### config.mk
export PLATFORM = sky130hd
export DESIGN_NAME = daq_trigger_timing_control
export DESIGN_NICKNAME = d
export VERILOG_FILES = /design/src/rtl/edge_sync.v /design/src/rtl/daq_trigger_timing_control.v
export VERILOG_INCLUDE_DIRS = /design/src /design/src/pkg
export SDC_FILE = /design/constraint.sdc
export NUM_CORES = 1
export LEC_CHECK = 0
export BUFFER_PORTS_ARGS = -buffer_cell sky130_fd_sc_hd__buf_2
export CAP_MARGIN = 10
export CORE_ASPECT_RATIO = 1.4
export CORE_MARGIN = 8
export CORE_UTILIZATION = 51
export DETAILED_ROUTE_END_ITERATION = 16
export PLACE_DENSITY = 0.73
export REMOVE_ABC_BUFFERS = 1
export SLEW_MARGIN = 20
export SYNTH_ARGS = -nofsm -noshare
export SYNTH_HDL_FRONTEND = slang
export SYNTH_SLANG_ARGS = --single-unit
### constraint.sdc
create_clock -name clk -period 2.2 [get_ports clk]
set_input_delay 0.66 -clock clk [delete_from_list [all_inputs] [get_ports clk]]
set_output_delay 0.66 -clock clk [all_outputs]
set_load 0.02 [all_outputs]
### src/pkg/daq_timing_consts.vh
// Constants for the acquisition trigger and timing control block
// Summary of operation
// - Falling external convert edge starts one conversion
// - Dedicated interval and sample counters pace, end
// - Software picks post or pre trigger, one only
// - Post, internal timing: trigger edge starts pacing
// - Post, external: trigger then convert rise enables
// - Post: later triggers ignored until new sequence
// - Pre: sample counter held until stop trigger
// - Pre: convert until count zero, max 65535
// - Pre: later triggers ignored until new sequence
// - Scan interval from counter or external line
// - Scan: scan rise opens gate, at next convert rise if external
// - Immediate mode: DAC output follows write at once
// - Delayed mode: DAC waits for low update level
// - Interrupt on each update rising edge when enabled
// - Outputs load while internal update signal high
`ifndef DAQ_TIMING_CONSTS_VH
`define DAQ_TIMING_CONSTS_VH
`define CLK_PERIOD_NS 4
`define EXT_SETUP_NS 50
`define EXT_SETUP_CYC ((`EXT_SETUP_NS + `CLK_PERIOD_NS - 1) / `CLK_PERIOD_NS)
`define DAC_WIDTH 12
`define CNT_WIDTH 16
`define DAC_RESET 12'h000
`define ST_IDLE 4'h1
`define ST_ARMED 4'h2
`define ST_RUN 4'h4
`define ST_DONE 4'h8
`endif

### src/rtl/edge_sync.v
// Two-stage synchroniser with rise and fall detection
module edge_sync (
    // Clock and reset
    input wire clk,
    input wire srst,
    // Raw line and results
    input wire din,
    output reg level,
    output reg rise,
    output reg fall
);
    reg meta_ff;
    reg sync_ff;
    always @(posedge clk) begin
        if (srst) begin
            meta_ff <= 1'b1;
            sync_ff <= 1'b1;
            level <= 1'b1;
            rise <= 1'b0;
            fall <= 1'b0;
        end else begin
            meta_ff <= din;
            sync_ff <= meta_ff;
            level <= sync_ff;
            rise <= sync_ff & ~level;
            fall <= ~sync_ff & level;
        end
    end
endmodule // edge_sync

### src/rtl/daq_trigger_timing_control.v
// Acquisition trigger, conversion pacing, scan gate and DAC update control
`include "daq_timing_consts.vh"
module daq_trigger_timing_control #(
    parameter CNT_W = `CNT_WIDTH,
    parameter DAC_W = `DAC_WIDTH
) (
    // Clock and reset
    input wire clk,
    input wire srst,
    // External timing lines
    input wire ext_convert_n,
    input wire ext_trigger,
    input wire scan_interval_line,
    input wire ext_dac_update_n,
    // Acquisition control
    input wire start_acq,
    input wire stop_acq,
    input wire trigger_enable,
    input wire post_trigger_mode,
    input wire pre_trigger_mode,
    input wire ext_conv_sel,
    input wire scan_enable,
    input wire ext_scan_sel,
    input wire [CNT_W-1:0] sample_interval_load,
    input wire [CNT_W-1:0] sample_count_load,
    input wire [CNT_W-1:0] scan_interval_load,
    input wire [CNT_W-1:0] scan_length,
    // DAC control
    input wire delayed_update_mode,
    input wire int_enable,
    input wire int_clear,
    input wire dac_write_strobe,
    input wire dac_sel,
    input wire [DAC_W-1:0] dac_wdata,
    // Outputs
    output reg convert_pulse,
    output reg acq_active,
    output reg acq_done,
    output reg trigger_seen,
    output reg scan_gate,
    output reg [DAC_W-1:0] dac0_out,
    output reg [DAC_W-1:0] dac1_out,
    output reg dac_output_update,
    output reg host_interrupt
);
    localparam [3:0] S_IDLE = `ST_IDLE;
    localparam [3:0] S_ARMED = `ST_ARMED;
    localparam [3:0] S_RUN = `ST_RUN;
    localparam [3:0] S_DONE = `ST_DONE;
    localparam [CNT_W-1:0] ONE = {{(CNT_W-1){1'b0}}, 1'b1};

    wire conv_rise, conv_fall;
    wire trig_rise;
    wire scan_rise;
    wire upd_lvl, upd_rise;

    edge_sync u_conv (.clk(clk), .srst(srst), .din(ext_convert_n),
        .level(), .rise(conv_rise), .fall(conv_fall));
    edge_sync u_trig (.clk(clk), .srst(srst), .din(ext_trigger),
        .level(), .rise(trig_rise), .fall());
    edge_sync u_scan (.clk(clk), .srst(srst), .din(scan_interval_line),
        .level(), .rise(scan_rise), .fall());
    edge_sync u_upd (.clk(clk), .srst(srst), .din(ext_dac_update_n),
        .level(upd_lvl), .rise(upd_rise), .fall());

    reg [3:0] state_ff, nxt_state;
    reg [CNT_W-1:0] sample_interval_counter, nxt_interval;
    reg [CNT_W-1:0] sample_count_counter, nxt_count;
    reg [CNT_W-1:0] scan_interval_counter, nxt_scan_cnt;
    reg [CNT_W-1:0] scan_left_ff, nxt_scan_left;
    reg conv_en_ff, nxt_conv_en;
    reg count_run_ff, nxt_count_run;
    reg scan_tick_ff, nxt_scan_tick;
    reg scan_pend_ff, nxt_scan_pend;
    reg [DAC_W-1:0] dac0_hold_ff, dac1_hold_ff;
    reg dac0_pend_ff, dac1_pend_ff;
    reg nxt_convert, nxt_gate;

    // Only one trigger mode may steer the trigger line
    wire post_sel = post_trigger_mode & ~pre_trigger_mode;
    wire pre_sel = pre_trigger_mode & ~post_trigger_mode;
    wire trig_ok = trigger_enable & (post_sel | pre_sel);
    wire int_tick = (sample_interval_counter == ONE);
    wire scan_src = ext_scan_sel ? scan_rise : scan_tick_ff;
    wire scanning = scan_enable;
    wire conv_now;
    wire conv_time = ext_conv_sel ? conv_fall : int_tick;
    assign conv_now = conv_en_ff & conv_time & (~scanning | scan_gate);

    function [CNT_W-1:0] dec_sat;
        input [CNT_W-1:0] v;
        begin
            dec_sat = (v == {CNT_W{1'b0}}) ? v : v - ONE;
        end
    endfunction

    always @* begin
        nxt_state = state_ff;
        nxt_conv_en = conv_en_ff;
        nxt_count_run = count_run_ff;
        nxt_interval = sample_interval_counter;
        nxt_count = sample_count_counter;
        nxt_convert = 1'b0;
        case (state_ff)
            S_IDLE: begin
                if (start_acq) begin
                    nxt_count = sample_count_load;
                    nxt_interval = sample_interval_load;
                    if (!trig_ok) begin
                        nxt_state = S_RUN;
                        nxt_conv_en = ~ext_conv_sel;
                        nxt_count_run = 1'b1;
                    end else if (pre_sel) begin
                        nxt_state = S_RUN;
                        nxt_conv_en = ~ext_conv_sel;
                        nxt_count_run = 1'b0;
                    end else begin
                        nxt_state = S_ARMED;
                        nxt_conv_en = 1'b0;
                        nxt_count_run = 1'b1;
                    end
                end
            end
            S_ARMED: begin
                if (trig_rise) begin
                    nxt_state = S_RUN;
                    nxt_conv_en = ~ext_conv_sel;
                    nxt_interval = sample_interval_load;
                end
            end
            S_RUN: begin
                // External timing waits for a convert rise before enabling
                if (ext_conv_sel && !conv_en_ff && conv_rise)
                    nxt_conv_en = 1'b1;
                if (pre_sel && trig_ok && !count_run_ff && trig_rise)
                    nxt_count_run = 1'b1;
                if (conv_en_ff && !ext_conv_sel)
                    nxt_interval = int_tick ? sample_interval_load
                        : dec_sat(sample_interval_counter);
                if (conv_now) begin
                    nxt_convert = 1'b1;
                    if (count_run_ff)
                        nxt_count = dec_sat(sample_count_counter);
                end
                if (count_run_ff && (sample_count_counter == {CNT_W{1'b0}}
                    || (conv_now && sample_count_counter == ONE))) begin
                    nxt_state = S_DONE;
                    nxt_conv_en = 1'b0;
                end
            end
            S_DONE: begin
                nxt_conv_en = 1'b0;
            end
            default: begin
                nxt_state = S_IDLE;
                nxt_conv_en = 1'b0;
            end
        endcase
        if (stop_acq) begin
            nxt_state = S_IDLE;
            nxt_conv_en = 1'b0;
            nxt_count_run = 1'b0;
        end
    end

    // Scan interval timing and conversion gate
    always @* begin
        nxt_scan_cnt = scan_interval_counter;
        nxt_scan_tick = 1'b0;
        nxt_scan_pend = scan_pend_ff;
        nxt_scan_left = scan_left_ff;
        nxt_gate = scan_gate;
        if (scanning && !ext_scan_sel && state_ff == S_RUN) begin
            if (scan_interval_counter <= ONE) begin
                nxt_scan_cnt = scan_interval_load;
                nxt_scan_tick = 1'b1;
            end else begin
                nxt_scan_cnt = scan_interval_counter - ONE;
            end
        end else if (state_ff != S_RUN) begin
            nxt_scan_cnt = scan_interval_load;
        end
        if (scan_src)
            nxt_scan_pend = 1'b1;
        if (scan_pend_ff && (!ext_conv_sel || conv_rise)) begin
            nxt_gate = 1'b1;
            nxt_scan_pend = scan_src;
            nxt_scan_left = scan_length;
        end
        if (scan_gate && conv_now) begin
            nxt_scan_left = dec_sat(scan_left_ff);
            if (scan_left_ff <= ONE)
                nxt_gate = 1'b0;
        end
        if (!scanning || state_ff != S_RUN) begin
            nxt_gate = 1'b0;
            nxt_scan_pend = 1'b0;
        end
    end

    always @(posedge clk) begin
        if (srst) begin
            state_ff <= S_IDLE;
            conv_en_ff <= 1'b0;
            count_run_ff <= 1'b0;
            sample_interval_counter <= {CNT_W{1'b0}};
            sample_count_counter <= {CNT_W{1'b0}};
            scan_interval_counter <= {CNT_W{1'b0}};
            scan_left_ff <= {CNT_W{1'b0}};
            scan_tick_ff <= 1'b0;
            scan_pend_ff <= 1'b0;
            convert_pulse <= 1'b0;
            acq_active <= 1'b0;
            acq_done <= 1'b0;
            trigger_seen <= 1'b0;
            scan_gate <= 1'b0;
        end else begin
            state_ff <= nxt_state;
            conv_en_ff <= nxt_conv_en;
            count_run_ff <= nxt_count_run;
            sample_interval_counter <= nxt_interval;
            sample_count_counter <= nxt_count;
            scan_interval_counter <= nxt_scan_cnt;
            scan_left_ff <= nxt_scan_left;
            scan_tick_ff <= nxt_scan_tick;
            scan_pend_ff <= nxt_scan_pend;
            convert_pulse <= nxt_convert;
            acq_active <= (nxt_state == S_RUN);
            acq_done <= (nxt_state == S_DONE);
            trigger_seen <= (nxt_state == S_RUN) & trig_ok & (post_sel
                | nxt_count_run);
            scan_gate <= nxt_gate;
        end
    end

    // DAC update path
    wire upd_active = ~upd_lvl;
    always @(posedge clk) begin
        if (srst) begin
            dac0_hold_ff <= `DAC_RESET;
            dac1_hold_ff <= `DAC_RESET;
            dac0_pend_ff <= 1'b0;
            dac1_pend_ff <= 1'b0;
            dac0_out <= `DAC_RESET;
            dac1_out <= `DAC_RESET;
            dac_output_update <= 1'b0;
            host_interrupt <= 1'b0;
        end else begin
            dac_output_update <= 1'b0;
            if (dac_write_strobe && !dac_sel) begin
                dac0_hold_ff <= dac_wdata;
                dac0_pend_ff <= 1'b1;
            end else if (delayed_update_mode && upd_active) begin
                dac0_pend_ff <= 1'b0;
            end
            if (dac_write_strobe && dac_sel) begin
                dac1_hold_ff <= dac_wdata;
                dac1_pend_ff <= 1'b1;
            end else if (delayed_update_mode && upd_active) begin
                dac1_pend_ff <= 1'b0;
            end
            if (!delayed_update_mode) begin
                if (dac_write_strobe) begin
                    dac_output_update <= 1'b1;
                    if (dac_sel)
                        dac1_out <= dac_wdata;
                    else
                        dac0_out <= dac_wdata;
                end
            end else if (upd_active) begin
                dac_output_update <= 1'b1;
                dac0_out <= dac0_hold_ff;
                dac1_out <= dac1_hold_ff;
            end
            if (int_enable && upd_rise)
                host_interrupt <= 1'b1;
            else if (int_clear || !int_enable)
                host_interrupt <= 1'b0;
        end
    end
endmodule // daq_trigger_timing_control

== After elaboration in Yosys (flattened, before gate mapping) ==
Index checks and enable logic that the tools add are counted.

* Flip-flop bits (word level): 144
* Input port bits: 95
* Output and inout port bits: 31
* Word-level logic and storage cells: 195

* $add $sub $neg: 4
* Magnitude comparators: 2
* Equal/unequal tests: 20
* Muxes and demuxes: 59
* Bitwise logic cells: 26
* Reduce and logical (&&, ||, !) cells: 47

{| class="wikitable"
|+ Operators with widths
! cell !! count
|-
| $mux W16 || 15
|-
| $mux W12 || 8
|-
| $sub A16 B1 Y16 const B || 4
|-
| $logic_not A16 Y1 || 3
|-
| $pmux W16 S3 || 1
|-
| $eq A16 B1 Y1 const B || 2
|-
| $le A16 B1 Y1 const B || 2
|-
| $pmux W16 S2 || 1
|-
| $mux W1 || 25
|-
| $mux W4 || 4
|-
| $ne A2 B2 Y1 const B || 8
|-
| $pmux W4 S4 || 1
|-
| $logic_and A1 B1 Y1 || 15
|-
| $reduce_bool A2 Y1 || 7
|-
| $and A1 B1 Y1 || 12
|-
| $not A1 Y1 || 11
|-
| $reduce_and A5 Y1 || 2
|-
| $reduce_and A3 Y1 || 3
|-
| $eq A4 B3 Y1 const B || 2
|-
| $eq A4 B4 Y1 const B || 2
|-
| $reduce_or A2 Y1 || 4
|-
| $logic_not A1 Y1 || 7
|-
| $mux W3 || 2
|-
| $ne A3 B3 Y1 const B || 2
|-
| 10 further kinds || 15
|}

== Logic depth before layout (Yosys ltp) ==
Gate-level depths: netlist of the first run.

* Word-level depth: 13
* Gate-level depth with buffers: 9
* Depth with buffers taken out: 7

== Hierarchy ==
Synthesis of the first run repeated with hierarchy kept, for this count alone.

* Cell total of the unflattened synthesis: 934
* Area, all modules: 7330.8 um^2

{| class="wikitable"
|+ By module, submodules not included
! module !! times used !! cells an instance !! area an instance (um^2) !! seq. area each (um^2)
|-
| daq_trigger_timing_control || 1 || 894 || 6795.3 || 2542.4
|-
| edge_sync || 4 || 10 || 133.9 || 100.1
|}

== Worst setup path after synthesis of the first run ==
OpenSTA, ideal clock, no wires.

* Path kind: input to register
* From: input ext_conv_sel
* To: register scan_left_ff[1]
* Setup time: 86 ps
* Arrival: 2153 ps
* Data required time: 2114 ps
* Path slack: -38 ps
* Stages on the path: 8
* Path buffers: 3
* Cell sequence: clkbuf_1 > nand2b_1 > and3_1 > clkbuf_1 > a21boi_1 > clkbuf_1 > nor3_1 > a211oi_1

* Cells in the longest elaborated chain, start to end: 6
* Elaborated cells between the ends (all ways): 11
* Those cells by class: eq/ne: 1; mux: 2; bitwise: 2; reduce/logical: 6

{| class="wikitable"
|+ RTL lines
! what !! RTL line !! RTL
|-
| from (decl) || daq_trigger_timing_control.v:21 || <nowiki>input wire ext_conv_sel,</nowiki>
|-
| $mux W1 || daq_trigger_timing_control.v:87 || <nowiki>wire conv_time = ext_conv_sel ? conv_fall : int_tick;</nowiki>
|-
| $and A1 B1 Y1 (2 in series) || daq_trigger_timing_control.v:88 || <nowiki>assign conv_now = conv_en_ff & conv_time & (~scanning | scan_gate);</nowiki>
|-
| $logic_and A1 B1 Y1 || daq_trigger_timing_control.v:190 || <nowiki>if (scan_gate && conv_now) begin</nowiki>
|-
| $ne A2 B2 Y1 (no line) / $reduce_bool A2 Y1 (equally long branches) || n/a ||
|-
| $reduce_and A2 Y1 (no line) || n/a ||
|-
| to (signal assigned) || daq_trigger_timing_control.v:209 || <nowiki>scan_left_ff <= {CNT_W{1'b0}};</nowiki>
|-
| to (signal assigned) || daq_trigger_timing_control.v:224 || <nowiki>scan_left_ff <= nxt_scan_left;</nowiki>
|-
| to (decl) || daq_trigger_timing_control.v:70 || <nowiki>reg [CNT_W-1:0] scan_left_ff, nxt_scan_left;</nowiki>
|}

Several ways; a longest one is shown, not always the timed one.
A chain may end at the register's enable or synchronous reset.

== Final worst setup path of the first run ==
* From: register sample_interval_counter[1]
* To: register sample_interval_counter[13]

* Cells in the longest elaborated chain, start to end: 5
* Elaborated cells between the ends (all ways): 9
* Those cells by class: add/sub: 1; eq/ne: 2; mux: 4; reduce/logical: 2

{| class="wikitable"
|+ RTL lines
! what !! RTL line !! RTL
|-
| from (decl) || daq_trigger_timing_control.v:67 || <nowiki>reg [CNT_W-1:0] sample_interval_counter, nxt_interval;</nowiki>
|-
| from (signal assigned) || daq_trigger_timing_control.v:206 || <nowiki>sample_interval_counter <= {CNT_W{1'b0}};</nowiki>
|-
| from (signal assigned) || daq_trigger_timing_control.v:221 || <nowiki>sample_interval_counter <= nxt_interval;</nowiki>
|-
| $sub A16 B1 Y16 || daq_trigger_timing_control.v:93 || <nowiki>dec_sat = (v == {CNT_W{1'b0}}) ? v : v - ONE;</nowiki>
|-
| $mux W16 || daq_trigger_timing_control.v:93 ||
|-
| $mux W16 || daq_trigger_timing_control.v:138 || <nowiki>nxt_interval = int_tick ? sample_interval_load</nowiki>
|-
| $mux W16 || daq_trigger_timing_control.v:137 || <nowiki>if (conv_en_ff && !ext_conv_sel)</nowiki>
|-
| $pmux W16 S3 || daq_trigger_timing_control.v:104 || <nowiki>case (state_ff)</nowiki>
|}

Several ways; a longest one is shown, not always the timed one. The select of a mux whose other input is x is not followed.

==> flow_summary.ini, run 1 <==
[logic_synthesis]
avgSynthCellArea_um2 = 8.197
ys_types = 76
synth_cells = 927
ys_warn_count = 0
yosys.area.top_type_share = 0.3794
seq_area_frac_synth = 0.3794
async_reset_ff_frac = 0
synth_edf_count = 0
syn_area_um2 = 7599
synth_area_leaders = dfxtp_1 38%, a21oi_1 6.2%, nand2_1 4.2%
postSynth.topFlopCell = dfxtp_1
synth_top_cells_by_count = 144 x dfxtp_1, 94 x a21oi_1, 86 x nand2_1
synth-seq-cells = 144
yosys.area.top_type = dfxtp_1
yosysMostFrequentCell = dfxtp_1

[clock_tree]
clock_sinks = 144
clockBufferDepth = 2
root_buffer = clkbuf_16
cts_max_level = 4
path_clk_slew_ps = 70
clk_latency_ps = 420
cts_buffers = 17
cts_tree = built

[die]
io_pins = 126
die_x_um = 119.2
initial_core_util = 0.5138
dieHeight_um = 160.4
rows = 53
coreArea_um2 = 14790
die_area_um2 = 19120

[global_route]
grt_pass1_wl_um = 36630
grt_util_all_layers = 0.2268
grt_overflow_total = 0
grt_pass1_vias = 7874
grt_max_degree = 38
antenna_found_initial = 4

[drt]
first_pass_iters = 5
drt_first_iter_violations = 587
avgRoutedWirePerCell_um = 16.72
vias = 7901
avgViaCountPerCell = 5.986
drtAntennaViolNets = 0
wl_um = 22080
drcViolationCount = 0

[place]
pre_cts_ws_ps = -67.89
io_buffers = 125
place_area_um2 = 8950
gp_congestion = 0.8835
placed_cells = 1278
dpl.hpwl_um = 16020

[timing]
hold_viol = 0
finalMaxSlewViolations = 0
min_period_ps = 2118
tightestPinTransition_ps = 570.4
setup_viol = 0
fmax_mhz = 472.1
finalCritPeriodShare = 0.9628
fin_ws_ps = 81.93
relSlewSlack = 0.6162
fin_worst_skew_ps = 9.003
hold_ws_ps = 391.9

[layout]
finalNonFillerCells = 1320
finalInstanceArea_um2 = 9722
finalNetCount = 1220
drive_gt1_frac = 0.2833
area_delta_synth_final_pct = 27.94
fillers = 1266

[setup_path]
start_kind = flip-flop
cp-startpoint = sample_interval_counter[1]
crit_slowest_cell = or4b_1
cp.depth = 9
worst-path-buf-inv = 3
cp-end-kind = flip-flop
crit_chain = inv_1 -> ha_1 -> nor3b_2 -> buf_4 -> and4_4 -> buf_12 -> or4b_1 -> a211o_1 -> a21oi_2
timing.critical_path.to = sample_interval_counter[13]
crit_fanout = 6
reg2reg_depth = 9
rr_endpoint = sample_interval_counter[13]
r2r-start = sample_interval_counter[1]
rrSetupSlack_ps = 80
cp_slowest_stage_delay_ps = 460
worstSetupPathType = reg2reg
cp_top_family = simple AND/OR/NAND/NOR gates
critPathRequiredTime_ps = 2550
worstPathArrival_ps = 2470

[run]
cap_violations = 0

[power]
ir_worst_vdd_v = 0.0004871
leakage_nw = 3.921
powerDensity_nw_per_um2 = 719.3

[worst_hold_path]
hp-start = u_trig.level
hold_class = reg2reg

[status]
run_status = complete, no violations
==> final cells by class <==
cell class                 count  area, um2  area share
multi-input combinational    695       4422      0.4548
sequential                   144       2883      0.2965
timing repair buffer         230       1493      0.1535
clock buffer                  17      425.4     0.04376
tap                          192      240.2     0.02471
clock inverter                15      160.2     0.01647
inverter                      25      93.84    0.009653
antenna                        2      5.005   0.0005148
==> stage by stage <==
step | total power [W] | utilization | TNS (ps)
final | 0.006993 | 0.6574 | 0
after global routing | 0.007292 | 0.6574 | -82.06
after CTS | 0.006988 | 0.6453 | 0
after detailed placement | 0.004086 | 0.6052 | -495.6
after global placement | 0.004072 | 0.6052 | -200.9
after floorplan | 0.003540 | - | -34140
==> registers in the layout (all words and copies together), names as in the netlist, 4 cells and up <==
name	cells
state_ff	4
dac1_hold_ff	12
dac0_out	12
scan_left_ff	16
dac1_out	12
dac0_hold_ff	12
scan_interval_counter	16
sample_count_counter	16
sample_interval_counter	16
==> worst min-delay path by stage <==
| stage | cells after the start | end | slack (ps) |
|---|---|---|---|
| 2_1_floorplan | 1 | u_scan.rise | 370 |
| 3_3_place_gp | 1 | u_scan.rise | 380 |
| 3_5_place_dp | 1 | u_scan.rise | 380 |
| 4_1_cts | 1 | u_trig.rise | 400 |
| 5_1_grt | 1 | u_scan.rise | 410 |
| 6_report | 1 | u_trig.rise | 390 |
==> where the power goes <==
group          total [W]  internal, W  switching [W]  leakage, nW
registers        0.00287      0.00275       0.000118         1.18
logic            0.00123     0.000541       0.000693         2.45
clock network    0.00289      0.00162        0.00128        0.290
total            0.00699      0.00491        0.00209         3.92
==> metal layers <==
| metal | up-vias | routed length, um | GRT usage |
|---|---|---|---|
| li1 | 3888 | - | - |
| met4 | 4 | 537 | 0.09579 |
| met2 | 254 | 11050 | 0.3999 |
| met5 | - | 18 | 0 |
| met1 | 3706 | 9206 | 0.2513 |
| met3 | 49 | 1263 | 0.05796 |
==> cell usage in the layout, fill, tap and decap left out, types with 9 or more instances in the layout <==
master	synthesis	final
a31oi_1	19	18
inv_1	25	25
o311ai_1	10	10
mux2i_1	11	11
nand4_1	10	10
a21oi_1	94	93
nor4_1	24	22
ha_1	12	12
clkbuf_16	0	17
a211oi_1	36	36
buf_4	1	98
dfxtp_1	144	144
and3_1	18	18
nand2b_1	11	11
buf_2	8	125
o31ai_1	20	20
nor2b_1	17	17
or2_2	13	13
nand2_1	86	85
o21ai_1	9	9
o21ai_0	16	16
nor2_1	69	69
nor3_1	35	33
nor3b_1	12	10
nand3_1	33	33
==> logic make-up after synthesis <==
logic type / synth area share
simple gates: 0.2640
buf+inv: 0.05450
flops: 0.3794
mux: 0.02042
compound gates: 0.2620
fa+ha+maj: 0.01976
==> timing repair <==
item / 4_1_cts / 5_1_grt
setup buffers: 0 / 7
setup endpoints to repair: 16 / 43
pin swaps: 0 / 8
gates resized for setup: 4 / 28
cloned: 0 / 1
hold buffers: 0 / 0
No activity file was read; power rests on OpenSTA's default activity.
==> inputs of run 2 (changes only) <==
Settings changed: ABC_AREA set to 1, CTS_CLUSTER_DIAMETER set to 150.
==> run 2 against run 1 <==
First-iteration DRC count is 32% lower. Utilization is 3.6 points lower. Final cell count is 8.6% higher. Combinational power is 12% lower. Clock-buffer cell count is 2 higher. Sequential share of layout area is 2.5 points higher. Maximum frequency is 9.7% higher. Register-to-register slack better by 190 ps. Worst hold slack worse by 4.1 ps.
==> flow_summary.ini, run 2 <==
[layout]
final_util = 0.6213
mostFrequentLayoutCells = 254 x nand2_1, 173 x nor2_1, 144 x dfxtp_1
drive_gt1_frac = 0.1961
layout.cells.most_common = nand2_1
area_delta_synth_final_pct = 19.41
diodes = 0
fillers = 1398
finalInstanceArea_um2 = 8974
finalNetCount = 1338

[logic_synthesis]
synth-seq-cells = 144
synth_edf_count = 0
avgSynthCellArea_um2 = 6.801
yosys.area.top_type_share = 0.3836
synth_cells = 1105
synth_area_leaders = dfxtp_1 38%, nand2_1 13%, nor2_1 8.6%
postSynth.topFlopCell = dfxtp_1
syn_area_um2 = 7515
yosysMostFrequentCell = nand2_1
yosys.area.top_type = dfxtp_1
synth_top_cells_by_count = 254 x nand2_1, 173 x nor2_1, 144 x dfxtp_1
async_reset_ff_frac = 0
seq_area_frac_synth = 0.3836
ys_types = 47
ys_warn_count = 0

[clock_tree]
clk_latency_ps = 420
clock_sinks = 144
cts_max_level = 4
path_clk_slew_ps = 60
clockBufferDepth = 2
cts_buffers = 17
cts_hold_buf = 0
root_buffer = clkbuf_16
cts_tree = built
cts_setup_buffers = 0

[setup_path]
worstSetupPathType = reg2reg
worstPathArrival_ps = 2200
r2r-start = state_ff[1]
critPathRequiredTime_ps = 2470
cp-end-kind = flip-flop
cp-startpoint = state_ff[1]
crit_fanout = 16
start_kind = flip-flop

[place]
gp_congestion = 0.9153
dpl.hpwl_um = 13810
io_buffers = 125
place_area_um2 = 8394

[power]
ir_worst_vdd_v = 0.0005358
p_switching_w = 0.001955
switching_share = 0.2902
intPower_w = 0.004782
power_w = 0.006736
leakage_nw = 4.319
combinationalPowerShare = 0.160
powerDensity_nw_per_um2 = 750.7
power_frac_seq = 0.428
pwr-share-clk = 0.412

[timing]
fmax_mhz = 518.2
fin_worst_skew_ps = 7.790
hold_viol = 0
finalMaxSlewViolations = 0
finalSetupTns_ps = 0
finalCritPeriodShare = 0.8772
tightestPinTransition_ps = 706.1
rsz0062_at_grt = no
relSlewSlack = 0.5292
hold_ws_ps = 387.8
setup_viol = 0
min_period_ps = 1930

[drt]
drtAntennaViolNets = 0
first_pass_iters = 5
avgRoutedWirePerCell_um = 13.34
vias = 7348
wl_um = 19110
drt_first_iter_violations = 397
drcViolationCount = 0
avgViaCountPerCell = 5.128

[status]
run_status = complete, no violations

[die]
die_x_um = 118.6
io_pins = 126
rows = 52
initial_core_util = 0.5203
coreArea_um2 = 14440
die_area_um2 = 18930
dieHeight_um = 159.6

[global_route]
grt_util_all_layers = 0.2022
antenna_found_initial = 1
grt_pass1_wl_um = 32540
grt_overflow_total = 0
grt_pass1_vias = 7260
grt_max_degree = 91

[worst_hold_path]
hp-start = u_scan.level
hold_class = reg2reg

[run]
cap_violations = 0
[run 2: cell count changes after synthesis, sizes merged, moves of 19 or more]
| cell | before | now |
|---|---|---|
| nor2 | 70 | 184 |
| inv | 25 | 92 |
| nor4 | 28 | 3 |
| clkbuf | 47 | 28 |
| nand2 | 86 | 263 |
| o311ai | 20 | 0 |
| a21oi | 94 | 66 |
| o21ai | 25 | 136 |
| a211oi | 37 | 1 |
| nor3 | 38 | 18 |
[run 2: per-stage QoR]
stage	setup slack, ps	std cells
floorplan	-193.1	1060
global placement	204.1	1401
detailed placement	174.7	1401
CTS	256.4	1433
global route	3.001	1433
finish	270.1	1433
[run 2: per-layer routing]
metal  global-route usage  up-vias  wire [um]
met1               0.2259     3327       8189
met2               0.3646      148       9768
li1                     -     3850          -
met5                    0        -         19
met3              0.05434       21        910
met4              0.05943        2        223
[run 2: kinds of logic (layout without fill, tap and decap cells)]
kind of cell,count (synthesis),after routing,share of synthesized area
buffers and inverters,138,277,0.07609
DFF,144,144,0.3836
xor gates and xnor gates,28,28,0.03263
AOI/OAI and AO/OA,248,248,0.1828
and+or+nand+nor,535,535,0.3049
adders and majority gates,12,12,0.01998
[run 2: area by class of cell]
type,count,area [um2],share of cell area
Multi-Input combinational cell,823,4065,0.4530
Inverter,93,349.1,0.03890
Timing Repair Buffer,152,865.8,0.09649
Sequential cell,144,2883,0.3212
Tap cell,189,236.5,0.02635
Clock inverter,13,131.4,0.01464
Clock buffer,19,442.9,0.04936
[run 2: path summary, 6_finish.rpt]
check | cells after the start | to | slack, ps
min reg2reg | 1 | u_scan.rise | 390
max | 10 | sample_interval_counter[0] | 270
max reg2reg | 10 | sample_interval_counter[0] | 270
min | 1 | u_scan.rise | 390
[run 2: timing repair]
| action | 4_1_cts | 5_1_grt |
|---|---|---|
| hold endpoints to repair | 0 | 0 |
| gates resized for setup | 0 | 1 |
| endpoints found under the setup margin | 0 | 5 |
[run 2: critical path, stage by stage, from the launching register on]
cell and delay, ps:
dfxtp_1 330, inv_2 70, nand2_2 80, nor3_4 370, nor2_2 130, nand2_1 90
nand2_1 100, nor2_1 130, o21ai_2 220, o21ai_0 220, a21oi_1 50
[run 2: power groups by stage]
stage | combinational [W] | sequential (W) | clock, W
finish | 0.00108 | 0.00288 | 0.00277
global route | 0.00123 | 0.00290 | 0.00294
CTS | 0.00108 | 0.00288 | 0.00283
detailed placement | 0.00108 | 0.00294 | 0
global placement | 0.00106 | 0.00293 | 0
floorplan | 0.000686 | 0.00295 | 0
==> inputs of run 3 (changes only) <==
Settings changed: BUFFER_PORTS_ARGS -buffer_cell sky130_fd_sc_hd__buf_2 to unset, CORE_UTILIZATION 51 to 58, DONT_BUFFER_PORTS set to 1.
==> run 3 against run 2 <==
Non-clock buffer count is 126 lower. Routed wire length is 1.7% lower. Die area is 11% lower. Design area is 7.0% lower. First-iteration DRC count is 0.50% higher. Maximum frequency is 1.6% lower. Worst hold slack worse by 74 ps. Setup slack worse by 31 ps. Final cell count is 11% lower. Global-route usage is 1.6 points higher. Critical path depth is 3 higher. Clock power is 12% higher. Critical path type unchanged. Largest power group is now clock.
==> flow_summary.ini, run 3 (synthesized netlist as in run 2, its figures left out) <==
[timing]
finalCritPeriodShare = 0.8913
tightestPinTransition_ps = 697.0
rsz0062_at_grt = no
min_period_ps = 1961
setup_viol = 0
finalMaxSlewViolations = 0
relSlewSlack = 0.5352
fmax_mhz = 510.0
hold_viol = 0
finalSetupTns_ps = 0
fin_ws_ps = 239.1
fin_worst_skew_ps = 11.85

[clock_tree]
cts_resized = 0
clockBufferDepth = 2
cts_tree = built
cts_hold_buf = 0
path_clk_slew_ps = 70
cts_max_level = 4
cts_setup_buffers = 0
clk_latency_ps = 410
cts_buffers = 17
clock_sinks = 144
root_buffer = clkbuf_16

[drt]
drt_first_iter_violations = 399
drcViolationCount = 0
first_pass_iters = 5
wl_um = 18780
drtAntennaViolNets = 0
vias = 6931
avgViaCountPerCell = 5.445
avgRoutedWirePerCell_um = 14.75

[layout]
fillers = 1189
seqCellArea_um2 = 2883
drive_gt1_frac = 0.1064
multiInputGateArea_um2 = 4066
finalInstanceArea_um2 = 8344
final_util = 0.6543
finalNetCount = 1213
area_delta_synth_final_pct = 11.04
mostFrequentLayoutCells = 254 x nand2_1, 173 x nor2_1, 144 x dfxtp_1
layout.cells.most_common = nand2_1

[global_route]
grt_pass1_vias = 6564
antenna_found_initial = 2
grt_max_degree = 48
grt_pass1_wl_um = 30440
grt_util_all_layers = 0.2182
grt_overflow_total = 0

[worst_hold_path]
hold_class = in2reg

[setup_path]
crit_chain = inv_1 -> ha_1 -> nand2_1 -> nor2_2 -> nand2_4 -> nand2_2 -> nand2_2 -> nor2_8 -> o21ai_2 -> nand2_4 -> inv_2 -> nor2_1 -> nor2_1
crit_fanout = 12
cp-end-kind = flip-flop
worstSetupPathType = reg2reg
worst-path-buf-inv = 2
rrSetupSlack_ps = 240
critPathRequiredTime_ps = 2510
start_kind = flip-flop
crit_slowest_cell = dfxtp_1
cp_top_family = simple AND/OR/NAND/NOR gates
cp_slowest_stage_delay_ps = 320
worstPathArrival_ps = 2270

[power]
leakage_nw = 3.815
ir_worst_vdd_v = 0.0006435
powerDensity_nw_per_um2 = 829.5

[die]
die_area_um2 = 16910
io_pins = 126
initial_core_util = 0.5893
die_x_um = 112.2
coreArea_um2 = 12750
rows = 49
dieHeight_um = 150.7

[run]
cap_violations = 0

[place]
place_area_um2 = 7676
gp_congestion = 0.8516
io_buffers = 0
dpl.hpwl_um = 13180
pre_cts_ws_ps = 163.9

[status]
run_status = complete, no violations
-- run 3: changes by cell type in the layout (fill, tap and decap cells not counted), sizes merged --
cell      before  now
buf          152   26
bufinv         1    4
clkinv         6    2
inv           96   99
nand2        263  264
diode          0    2
clkbuf        19   17
clkinvlp       3    2
-- run 3: stage by stage --
stage	instances	power, W	hold slack (ps)
2_1_floorplan	1060	0.003634	372.7
3_3_place_gp	1237	0.003850	375.9
3_5_place_dp	1237	0.003862	382.4
4_1_cts	1268	0.006963	295.7
5_1_grt	1273	0.007223	296.2
6_report	1273	0.006922	313.8
-- run 3: where the power goes --
group	internal [W]	switching, W	total (W)
clock network	0.00192	0.00119	0.00311
registers	0.00276	0.000164	0.00293
logic	0.000328	0.000559	0.000887
-- run 3: final timing paths --
check | from | to | cells past startpoint
max | sample_interval_counter[1] | scan_left_ff[0] | 13
min | srst | sample_interval_counter[14] | 1
max reg2reg | sample_interval_counter[1] | scan_left_ff[0] | 13
min reg2reg | u_trig.level | u_trig.rise | 1
-- run 3: per-layer routing --
metal	track usage	vias to the layer above	share of wire
met2	0.4132	162	0.52
met4	0.06838	0	0.013
li1	-	3594	-
met5	0	-	0
met3	0.06664	18	0.073
met1	0.2243	3157	0.40
-- run 3: area by class of cell --
type | count | share of cell area
Clock buffer | 17 | 0.05098
Clock inverter | 14 | 0.02444
Timing Repair Buffer | 26 | 0.02639
Tap cell | 153 | 0.02294
Inverter | 93 | 0.04184
Multi-Input combinational cell | 824 | 0.4873
Sequential cell | 144 | 0.3455
Antenna cell | 2 | 0.0005998
